$ cat config.mk
export PLATFORM = sky130hd
export DESIGN_NAME = window_watchdog_timer
export DESIGN_NICKNAME = d
export VERILOG_FILES = /design/src/wwd_pkg.sv /design/src/wwd_tick_if.sv /design/src/window_watchdog_timer.sv /design/src/wwd_prescaler.sv
export SDC_FILE = /design/constraint.sdc
export NUM_CORES = 1
export LEC_CHECK = 0
export BUFFER_PORTS_ARGS = -buffer_cell sky130_fd_sc_hd__buf_2
export CORE_MARGIN = 1.5
export CORE_UTILIZATION = 53
export DETAILED_ROUTE_END_ITERATION = 16
export PLACE_DENSITY = 0.8
export SETUP_SLACK_MARGIN = 0.2
export SLEW_MARGIN = 20
export SYNTH_ARGS = -nofsm -noshare
export SYNTH_HDL_FRONTEND = slang
export SYNTH_HIERARCHICAL = 1
export SYNTH_SLANG_ARGS = --single-unit
$ cat constraint.sdc
create_clock -name core_clk -period 2.5 [get_ports core_clk]
set_clock_uncertainty 0.2 [all_clocks]
set_input_delay 0.375 -clock core_clk [delete_from_list [all_inputs] [get_ports core_clk]]
set_output_delay 0.375 -clock core_clk [all_outputs]
set_load 0.02 [all_outputs]
$ cat src/wwd_pkg.sv
package wwd_pkg;

  localparam int unsigned COUNT_W = 16;
  localparam int unsigned PRE_W   = 14;

  // counter limits
  localparam logic [COUNT_W-1:0] COUNT_ALL_ONES = 16'hFFFF;
  localparam logic [COUNT_W-1:0] COUNT_ZERO     = 16'h0000;
  localparam logic [COUNT_W-1:0] COUNT_STEP     = 16'h0001;

  // prescaler terminal values: divide by 16384 or 256
  localparam logic [PRE_W-1:0] PRE_LONG_TOP  = 14'h3FFF;
  localparam logic [PRE_W-1:0] PRE_SHORT_TOP = 14'h00FF;
  localparam logic [PRE_W-1:0] PRE_ZERO      = 14'h0000;
  localparam logic [PRE_W-1:0] PRE_STEP      = 14'h0001;

  // select encodings
  localparam logic SRC_SYSTEM = 1'b0;
  localparam logic SRC_WAKEUP = 1'b1;
  localparam logic DIV_SHORT  = 1'b0;
  localparam logic DIV_LONG   = 1'b1;

  // defaults: 4 ticks of 16384 wake-up periods at 500 kHz, about 0.131 s
  localparam logic [COUNT_W-1:0] RELOAD_RST = 16'hFFFC;
  localparam logic [COUNT_W-1:0] WINDOW_RST = 16'h0000;
  localparam logic               SRC_RST    = SRC_WAKEUP;
  localparam logic               DIV_RST    = DIV_LONG;

endpackage : wwd_pkg

$ cat src/wwd_tick_if.sv
`timescale 1ns/1ps
`default_nettype none

interface wwd_tick_if;
  logic srcSelect;
  logic divSelect;
  logic clear;
  logic tick;

  modport source
  (
    input  srcSelect,
    input  divSelect,
    input  clear,
    output tick
  );

  modport sink
  (
    output srcSelect,
    output divSelect,
    output clear,
    input  tick
  );
endinterface : wwd_tick_if

`default_nettype wire

$ cat src/window_watchdog_timer.sv
`timescale 1ns/1ps
`default_nettype none

module window_watchdog_timer
(
  input  wire logic                        core_clk,
  input  wire logic                        reset,
  input  wire logic                        wakeupOscClock,
  input  wire logic                        watchdogServiceInstr,
  input  wire logic                        watchdogDisableInstr,
  input  wire logic                        watchdogEnableInstr,
  input  wire logic                        configWrite,
  input  wire logic [wwd_pkg::COUNT_W-1:0] reloadData,
  input  wire logic [wwd_pkg::COUNT_W-1:0] windowData,
  input  wire logic                        clockSourceData,
  input  wire logic                        prescaleData,
  output logic                             resetRequest,
  output logic                             earlyServiceFault,
  output logic                             overflowFault,
  output logic                             watchdogEnabled,
  output logic [wwd_pkg::COUNT_W-1:0]      watchdogCount,
  output logic [wwd_pkg::COUNT_W-1:0]      watchdogReloadValue,
  output logic [wwd_pkg::COUNT_W-1:0]      windowBoundary,
  output logic                             clockSource,
  output logic                             prescaleSelect
);

  wwd_tick_if tickBus ();

  logic                        serviceEarly;
  logic                        overflowNow;
  logic                        countAtTop;
  logic                        belowWindow;
  logic                        countStep;
  logic                        requestPending;
  logic                        next_enabled;
  logic [wwd_pkg::COUNT_W-1:0] next_count;
  logic                        next_resetRequest;
  logic                        next_requestPending;
  logic                        next_earlyServiceFault;
  logic                        next_overflowFault;

  ////////////////////////////////////////////////////////////////////////
  // prescaler
  assign tickBus.srcSelect = clockSource;
  assign tickBus.divSelect = prescaleSelect;
  // held clear while stopped so a restart begins a full prescale period
  assign tickBus.clear     = ~watchdogEnabled;

  wwd_prescaler prescaler
  (
    .core_clk       (core_clk),
    .reset          (reset),
    .wakeupOscClock (wakeupOscClock),
    .tickBus        (tickBus)
  );

  ////////////////////////////////////////////////////////////////////////
  // configuration registers; one strobe loads all four together
  always_ff @(posedge core_clk)
  begin
    if (reset)
      watchdogReloadValue <= wwd_pkg::RELOAD_RST;
    else if (configWrite)
      watchdogReloadValue <= reloadData;
  end

  // reset value 0 leaves the window open, so no service is early
  always_ff @(posedge core_clk)
  begin
    if (reset)
      windowBoundary <= wwd_pkg::WINDOW_RST;
    else if (configWrite)
      windowBoundary <= windowData;
  end

  always_ff @(posedge core_clk)
  begin
    if (reset)
      clockSource <= wwd_pkg::SRC_RST;
    else if (configWrite)
      clockSource <= clockSourceData;
  end

  always_ff @(posedge core_clk)
  begin
    if (reset)
      prescaleSelect <= wwd_pkg::DIV_RST;
    else if (configWrite)
      prescaleSelect <= prescaleData;
  end

  ////////////////////////////////////////////////////////////////////////
  // enable; enable wins if both instructions land together
  always_comb
  begin
    next_enabled = watchdogEnabled;
    if (watchdogDisableInstr)
      next_enabled = 1'b0;
    if (watchdogEnableInstr)
      next_enabled = 1'b1;
  end

  always_ff @(posedge core_clk)
  begin
    if (reset)
      watchdogEnabled <= 1'b1;
    else
      watchdogEnabled <= next_enabled;
  end

  ////////////////////////////////////////////////////////////////////////
  // fault detection; window only policed while running
  // a service while stopped reloads and clears the cause flags but never faults; the window needs a running count
  assign countAtTop   = (watchdogCount == wwd_pkg::COUNT_ALL_ONES);
  assign belowWindow  = (watchdogCount < windowBoundary);
  assign countStep    = watchdogEnabled && tickBus.tick;
  assign serviceEarly = watchdogEnabled && watchdogServiceInstr && belowWindow;
  // a coincident service wins, so a timely service at the top never faults
  assign overflowNow  = countStep && !watchdogServiceInstr && countAtTop;

  ////////////////////////////////////////////////////////////////////////
  // counter; service takes priority over a coincident tick
  // keeps running after a wrap; acting on the request is left to the chip
  always_comb
  begin
    next_count = watchdogCount;
    if (watchdogServiceInstr)
      next_count = watchdogReloadValue;
    else if (countStep)
      next_count = watchdogCount + wwd_pkg::COUNT_STEP;
  end

  always_ff @(posedge core_clk)
  begin
    if (reset)
      watchdogCount <= wwd_pkg::RELOAD_RST;
    else
      watchdogCount <= next_count;
  end

  ////////////////////////////////////////////////////////////////////////
  // one request pulse per event; an event landing on a live pulse waits
  // one cycle so the pulses stay apart (a third in a row merges)
  always_comb
  begin
    next_resetRequest   = 1'b0;
    next_requestPending = 1'b0;
    if (serviceEarly || overflowNow || requestPending)
    begin
      if (resetRequest)
        next_requestPending = 1'b1;
      else
        next_resetRequest = 1'b1;
    end
  end

  always_ff @(posedge core_clk)
  begin
    if (reset)
      resetRequest <= 1'b0;
    else
      resetRequest <= next_resetRequest;
  end

  always_ff @(posedge core_clk)
  begin
    if (reset)
      requestPending <= 1'b0;
    else
      requestPending <= next_requestPending;
  end

  ////////////////////////////////////////////////////////////////////////
  // cause flags hold until the next service; set beats the clear
  always_comb
  begin
    next_earlyServiceFault = earlyServiceFault;
    if (watchdogServiceInstr)
      next_earlyServiceFault = 1'b0;
    if (serviceEarly)
      next_earlyServiceFault = 1'b1;
  end

  always_ff @(posedge core_clk)
  begin
    if (reset)
      earlyServiceFault <= 1'b0;
    else
      earlyServiceFault <= next_earlyServiceFault;
  end

  always_comb
  begin
    next_overflowFault = overflowFault;
    if (watchdogServiceInstr)
      next_overflowFault = 1'b0;
    if (overflowNow)
      next_overflowFault = 1'b1;
  end

  always_ff @(posedge core_clk)
  begin
    if (reset)
      overflowFault <= 1'b0;
    else
      overflowFault <= next_overflowFault;
  end

endmodule : window_watchdog_timer

`default_nettype wire

$ cat src/wwd_prescaler.sv
`timescale 1ns/1ps
`default_nettype none

module wwd_prescaler
(
  input  wire logic   core_clk,
  input  wire logic   reset,
  input  wire logic   wakeupOscClock,
  wwd_tick_if.source  tickBus
);

  logic                      wakeupLevel;
  logic                      sourceStep;
  logic [wwd_pkg::PRE_W-1:0] preCount;
  logic [wwd_pkg::PRE_W-1:0] preTop;

  ////////////////////////////////////////////////////////////////////////
  // wake-up clock arrives as a synchronous level; count its rising edges
  // no reset: it tracks the pin through reset, so release brings no false edge
  always_ff @(posedge core_clk)
  begin
    wakeupLevel <= wakeupOscClock;
  end

  assign sourceStep = (tickBus.srcSelect == wwd_pkg::SRC_SYSTEM) ? 1'b1
                    : (wakeupOscClock & ~wakeupLevel);

  assign preTop = (tickBus.divSelect == wwd_pkg::DIV_LONG) ? wwd_pkg::PRE_LONG_TOP
                                                           : wwd_pkg::PRE_SHORT_TOP;

  ////////////////////////////////////////////////////////////////////////
  // divider; switching divide ratio mid-count just wraps early or late once
  always_ff @(posedge core_clk)
  begin
    if (reset || tickBus.clear)
      preCount <= wwd_pkg::PRE_ZERO;
    else if (sourceStep)
    begin
      if (preCount >= preTop)
        preCount <= wwd_pkg::PRE_ZERO;
      else
        preCount <= preCount + wwd_pkg::PRE_STEP;
    end
  end

  always_ff @(posedge core_clk)
  begin
    if (reset || tickBus.clear)
      tickBus.tick <= 1'b0;
    else
      tickBus.tick <= sourceStep && (preCount >= preTop);
  end

endmodule : wwd_prescaler

`default_nettype wire

* After elaboration in Yosys (flattened, before gate mapping) *
Cells that the tools add are included.

cells by class
  bitwise gates (word level) = 4
  mux-type cells = 10
  add/subtract/negate cells = 2
  $lt $le $gt $ge = 2
  eq/ne operators = 1
  reductions and logical operators = 15

operators with widths
  kind                     count
  $mux W16                 2
  $mux W14                 2
  $add A16 B1 Y16 const B  1
  $eq A16 B16 Y1 const B   1
  $lt A16 B16 Y1           1
  $add A14 B1 Y14 const B  1
  $ge A14 B14 Y1           1
  $logic_and A1 B1 Y1      6
  $mux W1                  6
  $reduce_bool A2 Y1       3
  $reduce_or A2 Y1         2
  $logic_or A1 B1 Y1       3
  $not A1 Y1               3
  $and A1 B1 Y1            1
  $logic_not A1 Y1         1

storage, ports and cells
  logic and storage cells = 47
  output and inout bits = 54
  register bits after elaboration = 71
  bits of input ports = 41

* Longest topological paths before layout *
  word-level depth = 7
  gate-level depth with buffers = 7

* Modules after synthesis *
The synthesis kept the hierarchy.

modules (own cells, without submodules)
  module                 times used  area each (sq um)  cells an instance
  window_watchdog_timer  1           2751.4             294
  wwd_prescaler          1           959.7              108

* Worst setup path before layout *
Ideal clock, no wire load.

  path kind = reg2reg
  start point = register prescaleSelect
  end point = register prescaler/preCount[3] (netlist bit)
  buffers on the path = 1
  slack = 0.394 ns
  arrival = 1.774 ns
  required time = 2.168 ns
  cell stages (with the launch flop) = 8
  period minus slack after synthesis = 2.106 ns
  setup time = 0.132 ns
  cells stage by stage = dfxtp_1 > inv_1 > ha_1 > and4_1 > nand4_1 > a31oi_1 > clkbuf_1 > nor3_1

between the ends
  cells in the longest elaborated chain, start to end = 3

ends and longest elaborated chain
  item                    line                         text
  from (decl)             window_watchdog_timer.sv:25  output logic prescaleSelect
  from (signal assigned)  window_watchdog_timer.sv:88  prescaleSelect <= wwd_pkg::DIV_RST;
  from (signal assigned)  window_watchdog_timer.sv:90  prescaleSelect <= prescaleData;
  $mux W14                wwd_prescaler.sv:28          assign preTop = (tickBus.divSelect == wwd_pkg::DIV_LONG) ? wwd_pkg::PRE_LONG_TOP
  $ge A14 B14 Y1          wwd_prescaler.sv:39          if (preCount >= preTop)
  $mux W14                wwd_prescaler.sv:39
  to (signal assigned)    wwd_prescaler.sv:36          preCount <= wwd_pkg::PRE_ZERO;
  to (signal assigned)    wwd_prescaler.sv:40          preCount <= wwd_pkg::PRE_ZERO;
  to (signal assigned)    wwd_prescaler.sv:42          preCount <= preCount + wwd_pkg::PRE_STEP;
  to (decl)               wwd_prescaler.sv:14          logic [wwd_pkg::PRE_W-1:0] preCount;

No other way between the ends.
A chain may end at the register's enable or synchronous reset.

* Final worst setup path *
  start point = register windowBoundary[11] (netlist bit)
  end point = register requestPending

between the ends
  cells in the longest elaborated chain, start to end = 6

ends and longest elaborated chain
  item                             line                          text
  from (decl)                      window_watchdog_timer.sv:23   output logic [wwd_pkg::COUNT_W-1:0] windowBoundary,
  from (signal assigned)           window_watchdog_timer.sv:72   windowBoundary <= wwd_pkg::WINDOW_RST;
  from (signal assigned)           window_watchdog_timer.sv:74   windowBoundary <= windowData;
  $lt A16 B16 Y1                   window_watchdog_timer.sv:116  assign belowWindow = (watchdogCount < windowBoundary);
  $logic_and A1 B1 Y1              window_watchdog_timer.sv:118  assign serviceEarly = watchdogEnabled && watchdogServiceInstr && belowWindow;
  $logic_or A1 B1 Y1 (2 in a row)  window_watchdog_timer.sv:149  if (serviceEarly || overflowNow || requestPending)
  $not A1 Y1 (no line)             n/a
  $reduce_or A2 Y1 (no line)       n/a
  to (signal assigned)             window_watchdog_timer.sv:171  requestPending <= next_requestPending;
  to (decl)                        window_watchdog_timer.sv:35   logic requestPending;

No other way between the ends.

==> results.toml <==
[yosys]
ys_seq_area_share_pct = 38.3
synth-main-ff-cell = "dfxtp_1"
synth_seq_cells = 71
yosysMostFrequentCell = "dfxtp_1"
synth_top_area_share_pct = 38.3
synth_cells = 402
ys_async_sr_fraction_pct = 0
syn_area_mm2 = 0.00371
synth_enable_flop_cells = 0
syn_area_per_cell_um2 = 9.23
synth_common_cells = "dfxtp_1, nor2_1, inv_1, nor3_1, ha_1"
synth_area_leaders = "dfxtp_1, ha_1, mux2i_1"
yosysTopAreaCell = "dfxtp_1"
synth_warnings = 6
synth.distinct_cells = 58
syn-num-nets = 466

[global_routing]
grt-ovfl-total = 0
grt_pass1_wl_mm = 14.8
grt_max_degree = 49
grt_pass1_vias = 3114
grt_use_total_pct = 25.2
antenna_found_initial = 0

[floorplanning]
design.core.area_mm2 = 0.00679
die_area_mm2 = 0.00751
die_height_um = 86.7
pin_count = 95
die_w_um = 86.7
start_util_pct = 54.6
num_rows = 30

[routing]
wirelength_mm = 9.02
num_vias = 3328
drt_first_pass_iters = 4
drc = 0
ant_nets = 0
drt_iter0_markers = 160
post_drt_wl_per_cell_um = 15.1
drt-vias-per-instance = 5.57

[power_and_ir_drop]
p_per_area_mw_per_mm2 = 547
ir_worst_vdd_mv = 0.295
p_leak_nw = 1.92
total_power_w = 0.00245

[timing]
slew_headroom_pct = 55.5
finalHoldViolCount = 0
finalSetupTns_ns = 0
setup_viol = 0
period_minus_slack_ns = 2.07
rsz0062_at_grt = "no"
fin_crit_sh_pct = 82.7
max_freq_mhz = 484
timing.hold.ws_ns = 0.0176
tightest_slew_ns = 0.665
slew_violations = 0

[clock_network]
root_buffer = "clkbuf_8"
cts-htree-levels = 3
cts_resized = 0
cts.sink_count = 71
cts.path.max_buffers = 2
clock_latency_ns = 0.35
cts_buffers = 9
tritoncts = "built"
path_clk_slew_ns = 0.07

[worst_setup_path]
criticalPathCategory = "reg2reg"
crit_fanout = 3
cp.required_ns = 2.51
critPathArrivalTime_ns = 2.08
worstSetupStartpointType = "flop"
endpoint_kind = "flop"

[layout]
antenna_cells = 0
finish.utilization_pct = 65.8
syn2layout_area_growth_pct = 20.5
nets = 562
fin_area_mm2 = 0.00447
register_area_mm2 = 0.00142
multiInputGateArea_mm2 = 0.00211
drive_above_1_share_pct = 26.5
n_fill_cell = 583

[place]
port_buffers = 94
dpl.hpwl_mm = 6.56
gp_congestion = 0.918
placed_cell_area_mm2 = 0.00429

[worst_hold_path]
hold_class = "in2reg"

[flow_run]
max_cap_violations = 0

[outcome]
status = "finished, final reports clean"
[registers in the layout, indices dropped and copies added, names as in the netlist, 14 cells and up]
signal	count
watchdogCount	16
prescaler/preCount	14
windowBoundary	16
watchdogReloadValue	16
[layer usage]
layer	global-route usage, %	share of wire, %	vias up
met5	0	0	-
met4	11.4	2.2	0
met3	3.71	4.7	19
met2	42.4	48	103
met1	32.0	45	1548
li1	-	-	1658
[cells by family after synthesis]
| logic type | share of synthesized area, % |
|---|---|
| flops | 38.3 |
| mux | 5.12 |
| fa+ha+maj | 7.75 |
| xor+xnor | 3.30 |
| compound gates | 18.0 |
| simple gates | 22.6 |
| buf+inv | 4.96 |
[final timing paths]
kind | start | endpoint | slack [ns] | cells after the start
max reg2reg | windowBoundary[11] | requestPending | 0.43 | 6
min reg2reg | earlyServiceFault | earlyServiceFault | 0.27 | 2
min | watchdogEnableInstr | watchdogEnabled | 0.02 | 3
max | windowBoundary[11] | requestPending | 0.43 | 6
[repair_timing]
action,4_1_cts,5_1_grt
hold buffers,2,0
setup buffers,0,0
endpoints found under the hold margin,2,0
[stage by stage]
step	cells	worst slack [ns]
final	597	0.432
after global routing	597	0.320
after CTS	597	0.429
after detailed placement	581	0.456
after global placement	581	0.530
after floorplan	402	0.394
[power breakdown]
| part | total, W | switching, W | internal [W] |
|---|---|---|---|
| Combinational | 0.000403 | 0.000238 | 0.000165 |
| Sequential | 0.00124 | 0.0000579 | 0.00118 |
| Clock | 0.000802 | 0.000400 | 0.000403 |
[worst max-delay path, cell delays in order (launching register included)]
cell      delay (ns)
dfxtp_1         0.35
inv_1           0.05
ha_1            0.30
nand4_1         0.15
or3_1           0.44
o311ai_1        0.31
o32ai_1         0.13
[placed cells by master (no fill, tap or decap), drive strengths merged, types with 2 or more instances in the layout]
| master | count |
|---|---|
| nor3 | 29 |
| and2 | 2 |
| nor3b | 3 |
| a211oi | 9 |
| nand2 | 22 |
| o32ai | 2 |
| dfxtp | 71 |
| o311ai | 2 |
| a31o | 2 |
| nor2 | 29 |
| ha | 23 |
| o21bai | 4 |
| inv | 27 |
| a211o | 16 |
| nor4 | 2 |
| clkinv | 2 |
| dlygate4sd3 | 2 |
| a311oi | 2 |
| a21oi | 14 |
| nand4 | 12 |
| o21ai | 3 |
| clkbuf | 13 |
| or2 | 2 |
| a2111oi | 4 |
| a21o | 3 |
| nor2b | 16 |
| nand2b | 3 |
| a31oi | 3 |
| nand3 | 11 |
| buf | 101 |
| o21a | 7 |
| or3 | 3 |
| o311a | 2 |
| o22ai | 2 |
| xnor2 | 14 |
| and4 | 3 |
| mux2i | 19 |
| or4 | 4 |
| o31ai | 6 |
[cell type report]
| class | count | area share (%) |
|---|---|---|
| inverters | 28 | 2.35 |
| clock inverters | 1 | 0.112 |
| well taps | 96 | 2.69 |
| flip-flops and latches | 71 | 31.8 |
| clock buffers | 13 | 3.55 |
| multi-input cells | 285 | 47.1 |
| repair buffers | 103 | 12.4 |
Power figures use the tool's default switching activity.
